### src/hw/tio_pkg.sv
// Package for the trigger input and event output block.
// Assumes a single 50 MHz clock and an AXI4-Lite register slave.
package tio_pkg;
	localparam int unsigned CLK_HZ = 50000000;
	localparam int unsigned TICK_MS = 1;
	localparam int unsigned TICK_CYCLES = CLK_HZ / 1000 * TICK_MS;
	localparam logic [7:0] ADDR_CTRL = 8'h00;
	localparam logic [7:0] ADDR_IN0 = 8'h04;
	localparam logic [7:0] ADDR_IN1 = 8'h08;
	localparam logic [7:0] ADDR_OUT0 = 8'h0C;
	localparam logic [7:0] ADDR_OUT1 = 8'h10;
	localparam logic [7:0] ADDR_STAT = 8'h14;
	localparam logic [7:0] ADDR_IRQ = 8'h18;
	localparam logic [7:0] ADDR_MASK = 8'h1C;
	localparam logic [7:0] ADDR_RES = 8'h20;
	localparam logic [7:0] DEBOUNCE_RST = 8'h02;
	localparam logic [15:0] DURATION_RST = 16'h0064;
	localparam logic [15:0] DELAY_RST = 16'h0064;
	localparam logic [1:0] RESP_OKAY = 2'h0;
	localparam logic [1:0] RESP_SLVERR = 2'h2;
	typedef enum logic [2:0] {POL_NONE, POL_RISE, POL_FALL, POL_LOW, POL_HIGH} tio_pol_t;
	typedef enum logic [1:0] {MODE_INTERNAL, MODE_SINGLE, MODE_MULTI, MODE_REPEAT} tio_mode_t;
	typedef enum logic [2:0] {EV_OFF, EV_ON, EV_SUCCESS, EV_FAULT, EV_MISS} tio_ev_t;
endpackage : tio_pkg

### src/hw/tio_top.sv
// Trigger input conditioning, acquisition window control and event outputs.
// Assumes synchronous AXI4-Lite master and decoder results from the decode core.
//
// The placing of the registers and the AXI4-Lite register port were chosen for this implementation.
`timescale 1ns/10ps
module tio_top #(
	parameter int unsigned TICK_CYCLES = tio_pkg::TICK_CYCLES,
	parameter int unsigned NUM_TYPES = 4
) (
	input wire logic CLOCK,
	input wire logic RST_B,
	input wire logic [1:0] TRIG_IN,
	input wire logic [NUM_TYPES-1:0] DEC_OK,
	input wire logic DEC_DONE,
	input wire logic DEC_ERR,
	output logic ACQ_ACTIVE,
	output logic [1:0] EVT_OUT,
	output logic IRQ,
	input wire logic [7:0] S_AXI_AWADDR,
	input wire logic S_AXI_AWVALID,
	output logic S_AXI_AWREADY,
	input wire logic [31:0] S_AXI_WDATA,
	input wire logic [3:0] S_AXI_WSTRB,
	input wire logic S_AXI_WVALID,
	output logic S_AXI_WREADY,
	output logic [1:0] S_AXI_BRESP,
	output logic S_AXI_BVALID,
	input wire logic S_AXI_BREADY,
	input wire logic [7:0] S_AXI_ARADDR,
	input wire logic S_AXI_ARVALID,
	output logic S_AXI_ARREADY,
	output logic [31:0] S_AXI_RDATA,
	output logic [1:0] S_AXI_RRESP,
	output logic S_AXI_RVALID,
	input wire logic S_AXI_RREADY
);
	function automatic logic [31:0] merge(input logic [31:0] old, input logic [31:0] nw,
		input logic [3:0] strb);
		logic [31:0] r;
		r = old;
		for (int b = 0; b < 4; b++) begin
			if (strb[b]) begin
				r[8*b +: 8] = nw[8*b +: 8];
			end
		end
		return r;
	endfunction : merge

	function automatic logic addr_ok(input logic [7:0] a);
		return (a[1:0] == 2'h0) && (a <= tio_pkg::ADDR_RES);
	endfunction : addr_ok

	// Registers: ctrl holds mode[1:0] and read timeout ms [31:16].
	// Output cfg holds source[2:0], duration ms [15:4] and delay ms [31:16]; the duration
	// field is 12 bits so that the source code never overlaps it.
	logic [31:0] ctrl_q, ctrl_d;
	logic [31:0] in_cfg_q [2];
	logic [31:0] in_cfg_d [2];
	logic [31:0] out_cfg_q [2];
	logic [31:0] out_cfg_d [2];
	logic [3:0] irq_st_q, irq_st_d;
	logic [3:0] mask_q, mask_d;
	logic [NUM_TYPES-1:0] sel_q, sel_d;
	logic aw_hold_q, aw_hold_d, w_hold_q, w_hold_d;
	logic [7:0] awaddr_q, awaddr_d;
	logic [31:0] wdata_q, wdata_d;
	logic [3:0] wstrb_q, wstrb_d;
	logic bvalid_q, bvalid_d, rvalid_q, rvalid_d;
	logic [1:0] bresp_q, bresp_d, rresp_q, rresp_d;
	logic [31:0] rdata_q, rdata_d;
	logic arready_q, arready_d;

	// Millisecond tick.
	logic [31:0] tick_cnt_q, tick_cnt_d;
	logic tick;
	// Input path.
	logic [1:0] sync1_q, sync2_q, filt_q, filt_d, filt_prev_q;
	logic [7:0] deb_cnt_q [2];
	logic [7:0] deb_cnt_d [2];
	// Acquisition.
	logic acq_q, acq_d, level_src_q, level_src_d;
	logic [15:0] acq_ms_q, acq_ms_d;
	logic [1:0] ev_pulse_q, ev_pulse_d;
	logic success_q, success_d, fault_q, fault_d, miss_q, miss_d;
	// Outputs.
	logic [1:0] pend_q, pend_d, out_q, out_d;
	logic [15:0] otim_q [2];
	logic [15:0] otim_d [2];

	logic wr_fire, rd_fire, good, trig_start, trig_stop;
	logic [1:0] trig_act, trig_lvl;

	assign tick = (tick_cnt_q == TICK_CYCLES - 1);
	assign wr_fire = aw_hold_q && w_hold_q && !bvalid_q;
	assign rd_fire = S_AXI_ARVALID && arready_q && !rvalid_q;
	assign good = DEC_DONE && ((DEC_OK & sel_q) == sel_q) && (sel_q != '0);

	always_comb begin
		tick_cnt_d = tick ? 32'h0 : tick_cnt_q + 32'h1;
	end

	always_comb begin
		filt_d = filt_q;
		trig_act = 2'h0;
		trig_lvl = 2'h0;
		for (int i = 0; i < 2; i++) begin
			// The filter needs a stable level for the full debounce count of ms ticks.
			deb_cnt_d[i] = deb_cnt_q[i];
			if (sync2_q[i] == filt_q[i]) begin
				deb_cnt_d[i] = 8'h0;
			end else if (tick) begin
				if (deb_cnt_q[i] + 8'h1 >= in_cfg_q[i][15:8]) begin
					filt_d[i] = sync2_q[i];
					deb_cnt_d[i] = 8'h0;
				end else begin
					deb_cnt_d[i] = deb_cnt_q[i] + 8'h1;
				end
			end
			case (tio_pkg::tio_pol_t'(in_cfg_q[i][2:0]))
				tio_pkg::POL_RISE: trig_act[i] = filt_q[i] && !filt_prev_q[i];
				tio_pkg::POL_FALL: trig_act[i] = !filt_q[i] && filt_prev_q[i];
				tio_pkg::POL_LOW: begin
					trig_act[i] = !filt_q[i] && filt_prev_q[i];
					trig_lvl[i] = !filt_q[i];
				end
				tio_pkg::POL_HIGH: begin
					trig_act[i] = filt_q[i] && !filt_prev_q[i];
					trig_lvl[i] = filt_q[i];
				end
				default: begin
					trig_act[i] = 1'b0;
					trig_lvl[i] = 1'b0;
				end
			endcase
		end
	end

	assign trig_start = (|trig_act) && (ctrl_q[1:0] != 2'h0);
	assign trig_stop = level_src_q && !(|trig_lvl);

	always_comb begin
		acq_d = acq_q;
		level_src_d = level_src_q;
		acq_ms_d = acq_ms_q;
		ev_pulse_d = 2'h0;
		success_d = 1'b0;
		fault_d = 1'b0;
		miss_d = 1'b0;
		if (!acq_q) begin
			if (trig_start) begin
				acq_d = 1'b1;
				level_src_d = |trig_lvl;
				acq_ms_d = 16'h0;
			end
		end else begin
			if (tick) begin
				acq_ms_d = acq_ms_q + 16'h1;
			end
			if (good) begin
				acq_d = 1'b0;
				success_d = 1'b1;
			end else if (DEC_ERR && tio_pkg::tio_mode_t'(ctrl_q[1:0]) != tio_pkg::MODE_REPEAT) begin
				acq_d = 1'b0;
				fault_d = 1'b1;
			end else if (trig_stop || (!level_src_q && tick && acq_ms_q + 16'h1 >= ctrl_q[31:16])) begin
				acq_d = 1'b0;
				miss_d = 1'b1;
			end else if (DEC_ERR) begin
				fault_d = 1'b1;
			end
		end
		ev_pulse_d = 2'h0;
	end

	always_comb begin
		pend_d = pend_q;
		out_d = out_q;
		for (int i = 0; i < 2; i++) begin
			otim_d[i] = otim_q[i];
			case (tio_pkg::tio_ev_t'(out_cfg_q[i][2:0]))
				tio_pkg::EV_ON: begin
					out_d[i] = 1'b1;
					pend_d[i] = 1'b0;
				end
				tio_pkg::EV_SUCCESS, tio_pkg::EV_FAULT, tio_pkg::EV_MISS: begin
					if ((out_cfg_q[i][2:0] == 3'h2 && success_q) ||
						(out_cfg_q[i][2:0] == 3'h3 && fault_q) ||
						(out_cfg_q[i][2:0] == 3'h4 && miss_q)) begin
						pend_d[i] = 1'b1;
						out_d[i] = 1'b0;
						otim_d[i] = 16'h0;
					end else if (tick && pend_q[i]) begin
						if (otim_q[i] + 16'h1 >= out_cfg_q[i][31:16]) begin
							pend_d[i] = 1'b0;
							out_d[i] = 1'b1;
							otim_d[i] = 16'h0;
						end else begin
							otim_d[i] = otim_q[i] + 16'h1;
						end
					end else if (tick && out_q[i]) begin
						if (otim_q[i] + 16'h1 >= {4'h0, out_cfg_q[i][15:4]}) begin
							out_d[i] = 1'b0;
						end else begin
							otim_d[i] = otim_q[i] + 16'h1;
						end
					end
				end
				default: begin
					out_d[i] = 1'b0;
					pend_d[i] = 1'b0;
				end
			endcase
		end
	end

	always_comb begin
		aw_hold_d = aw_hold_q;
		w_hold_d = w_hold_q;
		awaddr_d = awaddr_q;
		wdata_d = wdata_q;
		wstrb_d = wstrb_q;
		bvalid_d = bvalid_q;
		bresp_d = bresp_q;
		rvalid_d = rvalid_q;
		rresp_d = rresp_q;
		rdata_d = rdata_q;
		arready_d = !rvalid_q && !rd_fire;
		ctrl_d = ctrl_q;
		in_cfg_d = in_cfg_q;
		out_cfg_d = out_cfg_q;
		mask_d = mask_q;
		sel_d = sel_q;
		irq_st_d = irq_st_q;
		if (S_AXI_AWVALID && !aw_hold_q) begin
			aw_hold_d = 1'b1;
			awaddr_d = S_AXI_AWADDR;
		end
		if (S_AXI_WVALID && !w_hold_q) begin
			w_hold_d = 1'b1;
			wdata_d = S_AXI_WDATA;
			wstrb_d = S_AXI_WSTRB;
		end
		if (wr_fire) begin
			aw_hold_d = 1'b0;
			w_hold_d = 1'b0;
			bvalid_d = 1'b1;
			bresp_d = addr_ok(awaddr_q) ? tio_pkg::RESP_OKAY : tio_pkg::RESP_SLVERR;
			case (awaddr_q)
				tio_pkg::ADDR_CTRL: ctrl_d = merge(ctrl_q, wdata_q, wstrb_q);
				tio_pkg::ADDR_IN0: in_cfg_d[0] = merge(in_cfg_q[0], wdata_q, wstrb_q);
				tio_pkg::ADDR_IN1: in_cfg_d[1] = merge(in_cfg_q[1], wdata_q, wstrb_q);
				tio_pkg::ADDR_OUT0: out_cfg_d[0] = merge(out_cfg_q[0], wdata_q, wstrb_q);
				tio_pkg::ADDR_OUT1: out_cfg_d[1] = merge(out_cfg_q[1], wdata_q, wstrb_q);
				tio_pkg::ADDR_MASK: mask_d = wstrb_q[0] ? wdata_q[3:0] : mask_q;
				tio_pkg::ADDR_RES: sel_d = wstrb_q[0] ? wdata_q[NUM_TYPES-1:0] : sel_q;
				default: ;
			endcase
		end else if (bvalid_q && S_AXI_BREADY) begin
			bvalid_d = 1'b0;
		end
		if (rd_fire) begin
			rvalid_d = 1'b1;
			rresp_d = addr_ok(S_AXI_ARADDR) ? tio_pkg::RESP_OKAY : tio_pkg::RESP_SLVERR;
			case (S_AXI_ARADDR)
				tio_pkg::ADDR_CTRL: rdata_d = ctrl_q;
				tio_pkg::ADDR_IN0: rdata_d = in_cfg_q[0];
				tio_pkg::ADDR_IN1: rdata_d = in_cfg_q[1];
				tio_pkg::ADDR_OUT0: rdata_d = out_cfg_q[0];
				tio_pkg::ADDR_OUT1: rdata_d = out_cfg_q[1];
				tio_pkg::ADDR_STAT: rdata_d = {26'h0, out_q, filt_q, acq_q, level_src_q};
				tio_pkg::ADDR_IRQ: rdata_d = {28'h0, irq_st_q};
				tio_pkg::ADDR_MASK: rdata_d = {28'h0, mask_q};
				tio_pkg::ADDR_RES: rdata_d = 32'(sel_q);
				default: rdata_d = 32'h0;
			endcase
			if (S_AXI_ARADDR == tio_pkg::ADDR_IRQ) begin
				irq_st_d = 4'h0;
			end
		end else if (rvalid_q && S_AXI_RREADY) begin
			rvalid_d = 1'b0;
		end
		// Events are applied after the read clear so a same-cycle event is kept.
		irq_st_d = irq_st_d | {trig_start && !acq_q, miss_q, fault_q, success_q};
	end

	always_ff @(posedge CLOCK or negedge RST_B) begin
		if (!RST_B) begin
			tick_cnt_q <= 32'h0;
			sync1_q <= 2'h0;
			sync2_q <= 2'h0;
			filt_q <= 2'h0;
			filt_prev_q <= 2'h0;
			deb_cnt_q <= '{8'h0, 8'h0};
			acq_q <= 1'b0;
			level_src_q <= 1'b0;
			acq_ms_q <= 16'h0;
			ev_pulse_q <= 2'h0;
			success_q <= 1'b0;
			fault_q <= 1'b0;
			miss_q <= 1'b0;
			pend_q <= 2'h0;
			out_q <= 2'h0;
			otim_q <= '{16'h0, 16'h0};
			ctrl_q <= {16'h03E8, 16'h0};
			in_cfg_q <= '{{16'h0, tio_pkg::DEBOUNCE_RST, 8'h0}, {16'h0, tio_pkg::DEBOUNCE_RST, 8'h0}};
			out_cfg_q <= '{{tio_pkg::DELAY_RST, tio_pkg::DURATION_RST[11:0], 4'h0},
				{tio_pkg::DELAY_RST, tio_pkg::DURATION_RST[11:0], 4'h0}};
			irq_st_q <= 4'h0;
			mask_q <= 4'h0;
			sel_q <= '1;
			aw_hold_q <= 1'b0;
			w_hold_q <= 1'b0;
			awaddr_q <= 8'h0;
			wdata_q <= 32'h0;
			wstrb_q <= 4'h0;
			bvalid_q <= 1'b0;
			bresp_q <= 2'h0;
			rvalid_q <= 1'b0;
			rresp_q <= 2'h0;
			rdata_q <= 32'h0;
			arready_q <= 1'b0;
			IRQ <= 1'b0;
		end else begin
			tick_cnt_q <= tick_cnt_d;
			sync1_q <= TRIG_IN;
			sync2_q <= sync1_q;
			filt_q <= filt_d;
			filt_prev_q <= filt_q;
			deb_cnt_q <= deb_cnt_d;
			acq_q <= acq_d;
			level_src_q <= level_src_d;
			acq_ms_q <= acq_ms_d;
			ev_pulse_q <= ev_pulse_d;
			success_q <= success_d;
			fault_q <= fault_d;
			miss_q <= miss_d;
			pend_q <= pend_d;
			out_q <= out_d;
			otim_q <= otim_d;
			ctrl_q <= ctrl_d;
			in_cfg_q <= in_cfg_d;
			out_cfg_q <= out_cfg_d;
			irq_st_q <= irq_st_d;
			mask_q <= mask_d;
			sel_q <= sel_d;
			aw_hold_q <= aw_hold_d;
			w_hold_q <= w_hold_d;
			awaddr_q <= awaddr_d;
			wdata_q <= wdata_d;
			wstrb_q <= wstrb_d;
			bvalid_q <= bvalid_d;
			bresp_q <= bresp_d;
			rvalid_q <= rvalid_d;
			rresp_q <= rresp_d;
			rdata_q <= rdata_d;
			arready_q <= arready_d;
			IRQ <= |(irq_st_d & mask_q);
		end
	end

	assign ACQ_ACTIVE = acq_q;
	assign EVT_OUT = out_q;
	assign S_AXI_AWREADY = !aw_hold_q;
	assign S_AXI_WREADY = !w_hold_q;
	assign S_AXI_BVALID = bvalid_q;
	assign S_AXI_BRESP = bresp_q;
	assign S_AXI_ARREADY = arready_q;
	assign S_AXI_RVALID = rvalid_q;
	assign S_AXI_RRESP = rresp_q;
	assign S_AXI_RDATA = rdata_q;
endmodule : tio_top

### config.mk
export PLATFORM = sky130hd
export DESIGN_NAME = tio_top
export DESIGN_NICKNAME = d
export VERILOG_FILES = /design/src/hw/tio_pkg.sv /design/src/hw/tio_top.sv
export SDC_FILE = /design/constraint.sdc
export NUM_CORES = 1
export LEC_CHECK = 0
export BUFFER_PORTS_ARGS = -buffer_cell sky130_fd_sc_hd__clkbuf_2
export CAP_MARGIN = 20
export CORE_MARGIN = 10
export CORE_UTILIZATION = 57
export DETAILED_ROUTE_END_ITERATION = 7
export GPL_TIMING_DRIVEN = 0
export PLACE_DENSITY = 0.74
export SYNTH_ARGS = -nofsm -noshare
export SYNTH_HDL_FRONTEND = slang
export SYNTH_SLANG_ARGS = --single-unit
### constraint.sdc
create_clock -name CLOCK -period 8.9 [get_ports CLOCK]
set_clock_uncertainty 0.1 [all_clocks]
set_input_delay 1.78 -clock CLOCK [delete_from_list [all_inputs] [get_ports CLOCK]]
set_output_delay 1.78 -clock CLOCK [all_outputs]
set_load 0.02 [all_outputs]
# [Word level (Yosys, flattened, before mapping)]
# Cells that the tools add are included.
[totals] output_inout_bits=45 elab_cells=303 regBits=371
[classes] eq_ne=48 addsub=6 n_reduce_logical=106 n_lt_le_gt_ge=9 n_bitwise=6 n_mux=73
[ops] operator="$pmux 32 s9" count=1
[ops] operator="$mux 16" count=13
[ops] operator="$reduce_and 3->1" count=28
[ops] operator="$add 16x1->16 const B" count=3
[ops] operator="$eq 8x5->1 const B" count=6
[ops] operator="$ge 16x16->1" count=3
[ops] operator="$mux 8" count=6
[ops] operator="$mux 1" count=42
[ops] operator="$logic_and 1x1->1" count=33
[ops] operator="$add 32x1->32 const B" count=1
[ops] operator="$eq 32x16->1 const B" count=1
[ops] operator="$eq 8x4->1 const B" count=4
[ops] operator="$ge 16x12->1" count=2
[ops] operator="$mux 32" count=1
[ops] operator="$eq 3x2->1 const B" count=8
[ops] operator="$ne 4x4->1 const B" count=6
[ops] operator="$ne 3x3->1 const B" count=6
[ops] operator="$add 8x1->8 const B" count=2
[ops] operator="$eq 8x3->1 const B" count=2
[ops] operator="$eq 8x6->1 const B" count=2
[ops] operator="$ge 8x8->1" count=2
[ops] operator="$le 8x6->1 const B" count=2
[ops] operator="$logic_not 8->1" count=2
[ops] operator="$reduce_bool 2->1" count=8
[ops] operator="other kinds (20)" count=64

# [Longest topological paths before layout]
[logic_depth] depth_word=10 mapped_depth=16 depth_no_buf=14

# [Worst setup path after synthesis]
# Ideal clock, no wire load.
[synth_path] path_kind="reg-to-reg" from="reg otim_q[16] (netlist bit)" to="reg otim_q[18] (netlist bit)" required_ns=8.735 path_buffers=1 t_arrival_ns=3.640 path_slack_ns=5.095 path_stages_with_launch=16 setup_ns=0.065 synth_period_minus_slack_ns=3.805 cell_sequence="dfrtp_1 ha_1 nand3_1 or3_1 and2_1 or2_2 ha_1 o21ai_0 o2111ai_1 mux2i_1 o21ai_0 or4_1 a211oi_1 buf_2 o21ai_0 nand2_1"
[synth_between] elab_chain_len=5
[synth_rtl] item="start, declared" line_no="tio_top.sv:87" rtl="logic [15:0] otim_q [2];"
[synth_rtl] item="start signal, assigned" line_no="tio_top.sv:303" rtl="otim_q <= '{16'h0, 16'h0};"
[synth_rtl] item="start signal, assigned" line_no="tio_top.sv:339" rtl="otim_q <= otim_d;"
[synth_rtl] item="$add 16x1->16 *"
[synth_rtl] item="$ge 16x16->1 or $mux 16 (tied branches)" line_no="tio_top.sv:193, tio_top.sv:201"
[synth_rtl] item="$mux 16 (on tied branches)" line_no="tio_top.sv:193, tio_top.sv:200"
[synth_rtl] item="$mux 16" line_no="tio_top.sv:192" rtl="end else if (tick && pend_q[i]) begin"
[synth_rtl] item="$mux 16" line_no="tio_top.sv:186" rtl="if ((out_cfg_q[i][2:0] == 3'h2 && success_q) ||"
# Every way passes the cells marked *; elsewhere a longest branch is shown, timed or not. The select of a mux whose other input is x is not followed.
# A chain may end at the register's enable or synchronous reset.

# [Final worst setup path]
[layout_path] from="reg otim_q[16] (netlist bit)" to="reg otim_q[23] (netlist bit)"
# The elaborated chain is that of the path after synthesis.

==> flow_metrics.env <==
export IMPL_placed_cells=2233
export IMPL_cpMostUsedCell="o21ai_0"
export IMPL_synth_area_per_cell_um2=11.4
export IMPL_crit_fanout=10
export IMPL_ys_flop_type="dfrtp_1"
export IMPL_routed_via_density=6.03
export IMPL_ys_seq_area_frac=0.486
export IMPL_reg2reg_to="otim_q[23]"
export IMPL_r2r_setup_slack_ps=3710
export IMPL_yosysWarnings=0
export IMPL_track_usage=0.240
export IMPL_critical_path_class="flop to flop"
export IMPL_crit_path_end_kind="flop"
export IMPL_fin_hold_ws_ps=247
export IMPL_status="complete, no violations"
export IMPL_grt_pass1_wl_mm=79.0
export IMPL_path_clk_slew_ps=60
export IMPL_path_buf_inv=1
export IMPL_cp_required_ps=9270
export IMPL_place_hpwl_mm=37.1
export IMPL_crit_slowest_cell="a2111oi_0"
export IMPL_worstRegToRegCells=15
export IMPL_hold_start="sync1_q[0]"
export IMPL_drtAntennaViolNets=0
export IMPL_timing_rr_start="otim_q[16]"
export IMPL_clock_sinks=369
export IMPL_row_count=66
export IMPL_tightestPinTransition_ps=953
export IMPL_cts_resized=0
export IMPL_die_h_um=203
export IMPL_io_buffers=108
export IMPL_path_cells="ha_1 > nand3_1 > or3_1 > o21a_1 > or2_2 > ha_1 > a21oi_1 > o21ai_0 > a2111oi_0 > o311a_1 > o21ai_0 > a211oi_1 > buf_2 > o21ai_0 > nand2_1"
export IMPL_finalSetupViolCount=0
export IMPL_ctsHtreeMaxLevel=2
export IMPL_hold_depth=0
export IMPL_design_area_um2=21800
export IMPL_max_slew_margin=0.365
export IMPL_wire_per_inst_um=21.4
export IMPL_hold_path_class="flop to flop"
export IMPL_drt_iter0_drc=1128
export IMPL_cpPeakStageDelay_ps=790
export IMPL_synthesis_area_um2=19100
export IMPL_cts_root_buf="clkbuf_16"
export IMPL_gr_total_overflow=0
export IMPL_ys_ff_latch=369
export IMPL_syn_inst=1674
export IMPL_vias=13927
export IMPL_startpoint_type="flop"
export IMPL_p_leak_nw=10.3
export IMPL_core_area_um2=32800
export IMPL_finalCriticalPeriod_ps=5190
export IMPL_firstDrtPassIters=5
export IMPL_start_util=0.582
export IMPL_final_cell_mix="dfrtp_1 (345), mux2_2 (219), nand2_1 (128), clkbuf_2 (107), inv_1 (104)"
export IMPL_path_delay_family="compound AO/OA/AOI/OAI gates"
export IMPL_cts_tree="built"
export IMPL_synth_cell_types=69
export IMPL_ios=112
export IMPL_utilization=0.665
export IMPL_synthToLayoutAreaGrowth_pct=14.3
export IMPL_layout_drive_gt1_share=0.259
export IMPL_hold_viol=0
export IMPL_power_density_nw_per_um2=222
export IMPL_fin_nets=1996
export IMPL_antenna_found_initial=0
export IMPL_fin_cells=2311
export IMPL_wl_mm=49.6
export IMPL_rsz0062_at_grt="no"
export IMPL_ir_drop_mv=0.169
export IMPL_gp_congestion=0.926
export IMPL_antenna_cells=0
export IMPL_grt_pass1_vias=14181
export IMPL_drc=0
export IMPL_dpl_cell_area_um2=20300
export IMPL_holdPathEnd="sync2_q[0]"
export IMPL_grt_max_degree=86
export IMPL_period_share=0.583
export IMPL_cts_buffer_depth=3
export IMPL_max_clock_freq_mhz=193
export IMPL_final_common_cell="dfrtp_1"
export IMPL_crit_arrival_ps=5560
export IMPL_cts_buffers_inserted=42
export IMPL_die_area_um2=41200
export IMPL_drv_slew=0
export IMPL_synth_async_reset_ratio=1.00
export IMPL_dieWidth_um=203
export IMPL_synth_edff_count=0
export IMPL_clock_latency_ps=540
export IMPL_cts_setup_buffers=0
export IMPL_cts_hold_buf=0
export IMPL_drv_cap=0
## worst reg2reg max path, cell delays in order (launching register included)
cell and delay [ps]:
dfrtp_1 540, ha_1 240, nand3_1 250, or3_1 510, o21a_1 220, or2_2 290
ha_1 180, a21oi_1 120, o21ai_0 160, a2111oi_0 790, o311a_1 380, o21ai_0 140
a211oi_1 610, buf_2 360, o21ai_0 140, nand2_1 80
## area by class of cell
type / instances / area, um2
fill: 2542 / 11000
sequential: 369 / 9260
multi-input combinational: 1147 / 9180
clock buffer: 67 / 1310
timing repair buffer: 116 / 686
tap: 442 / 553
inverter: 105 / 394
buffer: 54 / 244
clock inverter: 11 / 161
## where the power goes
group,internal [mW],switching (mW),leakage [nW]
clock network,1.12,0.694,0.721
registers,1.92,0.296,4.92
logic,0.386,0.422,4.71
## flip-flops by register name, summed over array words and instances (netlist names), 4 cells and up
name,count
in_cfg_q,64
awaddr_q,8
tick_cnt_q,32
ctrl_q,32
S_AXI_RDATA,32
mask_q,4
wstrb_q,4
out_cfg_q,64
sel_q,4
irq_st_q,4
acq_ms_q,16
wdata_q,32
otim_q,32
deb_cnt_q,16
## kinds of logic after synthesis
group,Yosys count,synth area share
and+or+nand+nor,446,0.117
AOI/OAI and AO/OA,261,0.0904
muxes,260,0.173
xor gates and xnor gates,84,0.0386
buffers and inverters,159,0.0335
DFF,369,0.486
other,1,0.000197
adders and majority gates,94,0.0617
## metal layers
metal | GRT usage | part of all wire | wire length, um
met4 | 0.0810 | 0.032 | 1580
met1 | 0.324 | 0.44 | 21700
met2 | 0.384 | 0.47 | 23300
met3 | 0.0425 | 0.061 | 3040
met5 | 0 | 0 | 0
## cells in the mapped netlist, drive strengths merged (3+ instances only)
master	instances	share of area
xnor2	42	0.019
nor3b	6	0.0024
mux2	219	0.13
dfrtp	345	0.45
mux2i	7	0.0037
a31oi	6	0.0020
inv	104	0.020
mux4	34	0.040
and2	7	0.0023
a21oi	36	0.0094
a22oi	30	0.012
xor2	42	0.019
or3	6	0.0020
nand2b	20	0.0066
and3	22	0.0072
nand3b	7	0.0028
o21a	10	0.0039
nand4	24	0.0079
a211o	3	0.0014
clkbuf	36	0.0071
ha	94	0.062
nand2	128	0.025
nor2b	19	0.0062
dfstp	24	0.033
a22o	28	0.013
nor3	27	0.0077
o21ai	88	0.023
or2	8	0.0026
o21bai	4	0.0016
a21o	13	0.0051
buf	18	0.0057
o211a	3	0.0016
o31ai	5	0.0020
or4	5	0.0020
nor2	81	0.016
nor4	17	0.0059
nand3	63	0.017
a211oi	9	0.0035
## worst max path at each step
stage	from	cells after the start	slack, ps	endpoint
after global placement	RST_B	1	-2060	wdata_q[9]
after CTS	otim_q[16]	15	3900	otim_q[23]
final	otim_q[16]	15	3710	otim_q[23]
after detailed placement	otim_q[16]	15	3960	otim_q[23]
after floorplan	otim_q[16]	15	5090	otim_q[18]
after global routing	otim_q[16]	15	3450	otim_q[23]
## metrics by stage
stage	total power, mW	worst slack [ps]	setup TNS (ps)
after floorplan	2.67	5090	0
final	4.84	3710	0
after detailed placement	3.04	3960	0
after global placement	2.99	-2060	-693680
after CTS	4.86	3900	0
after global routing	5.06	3450	0
(Power assumes the default switching activity.)
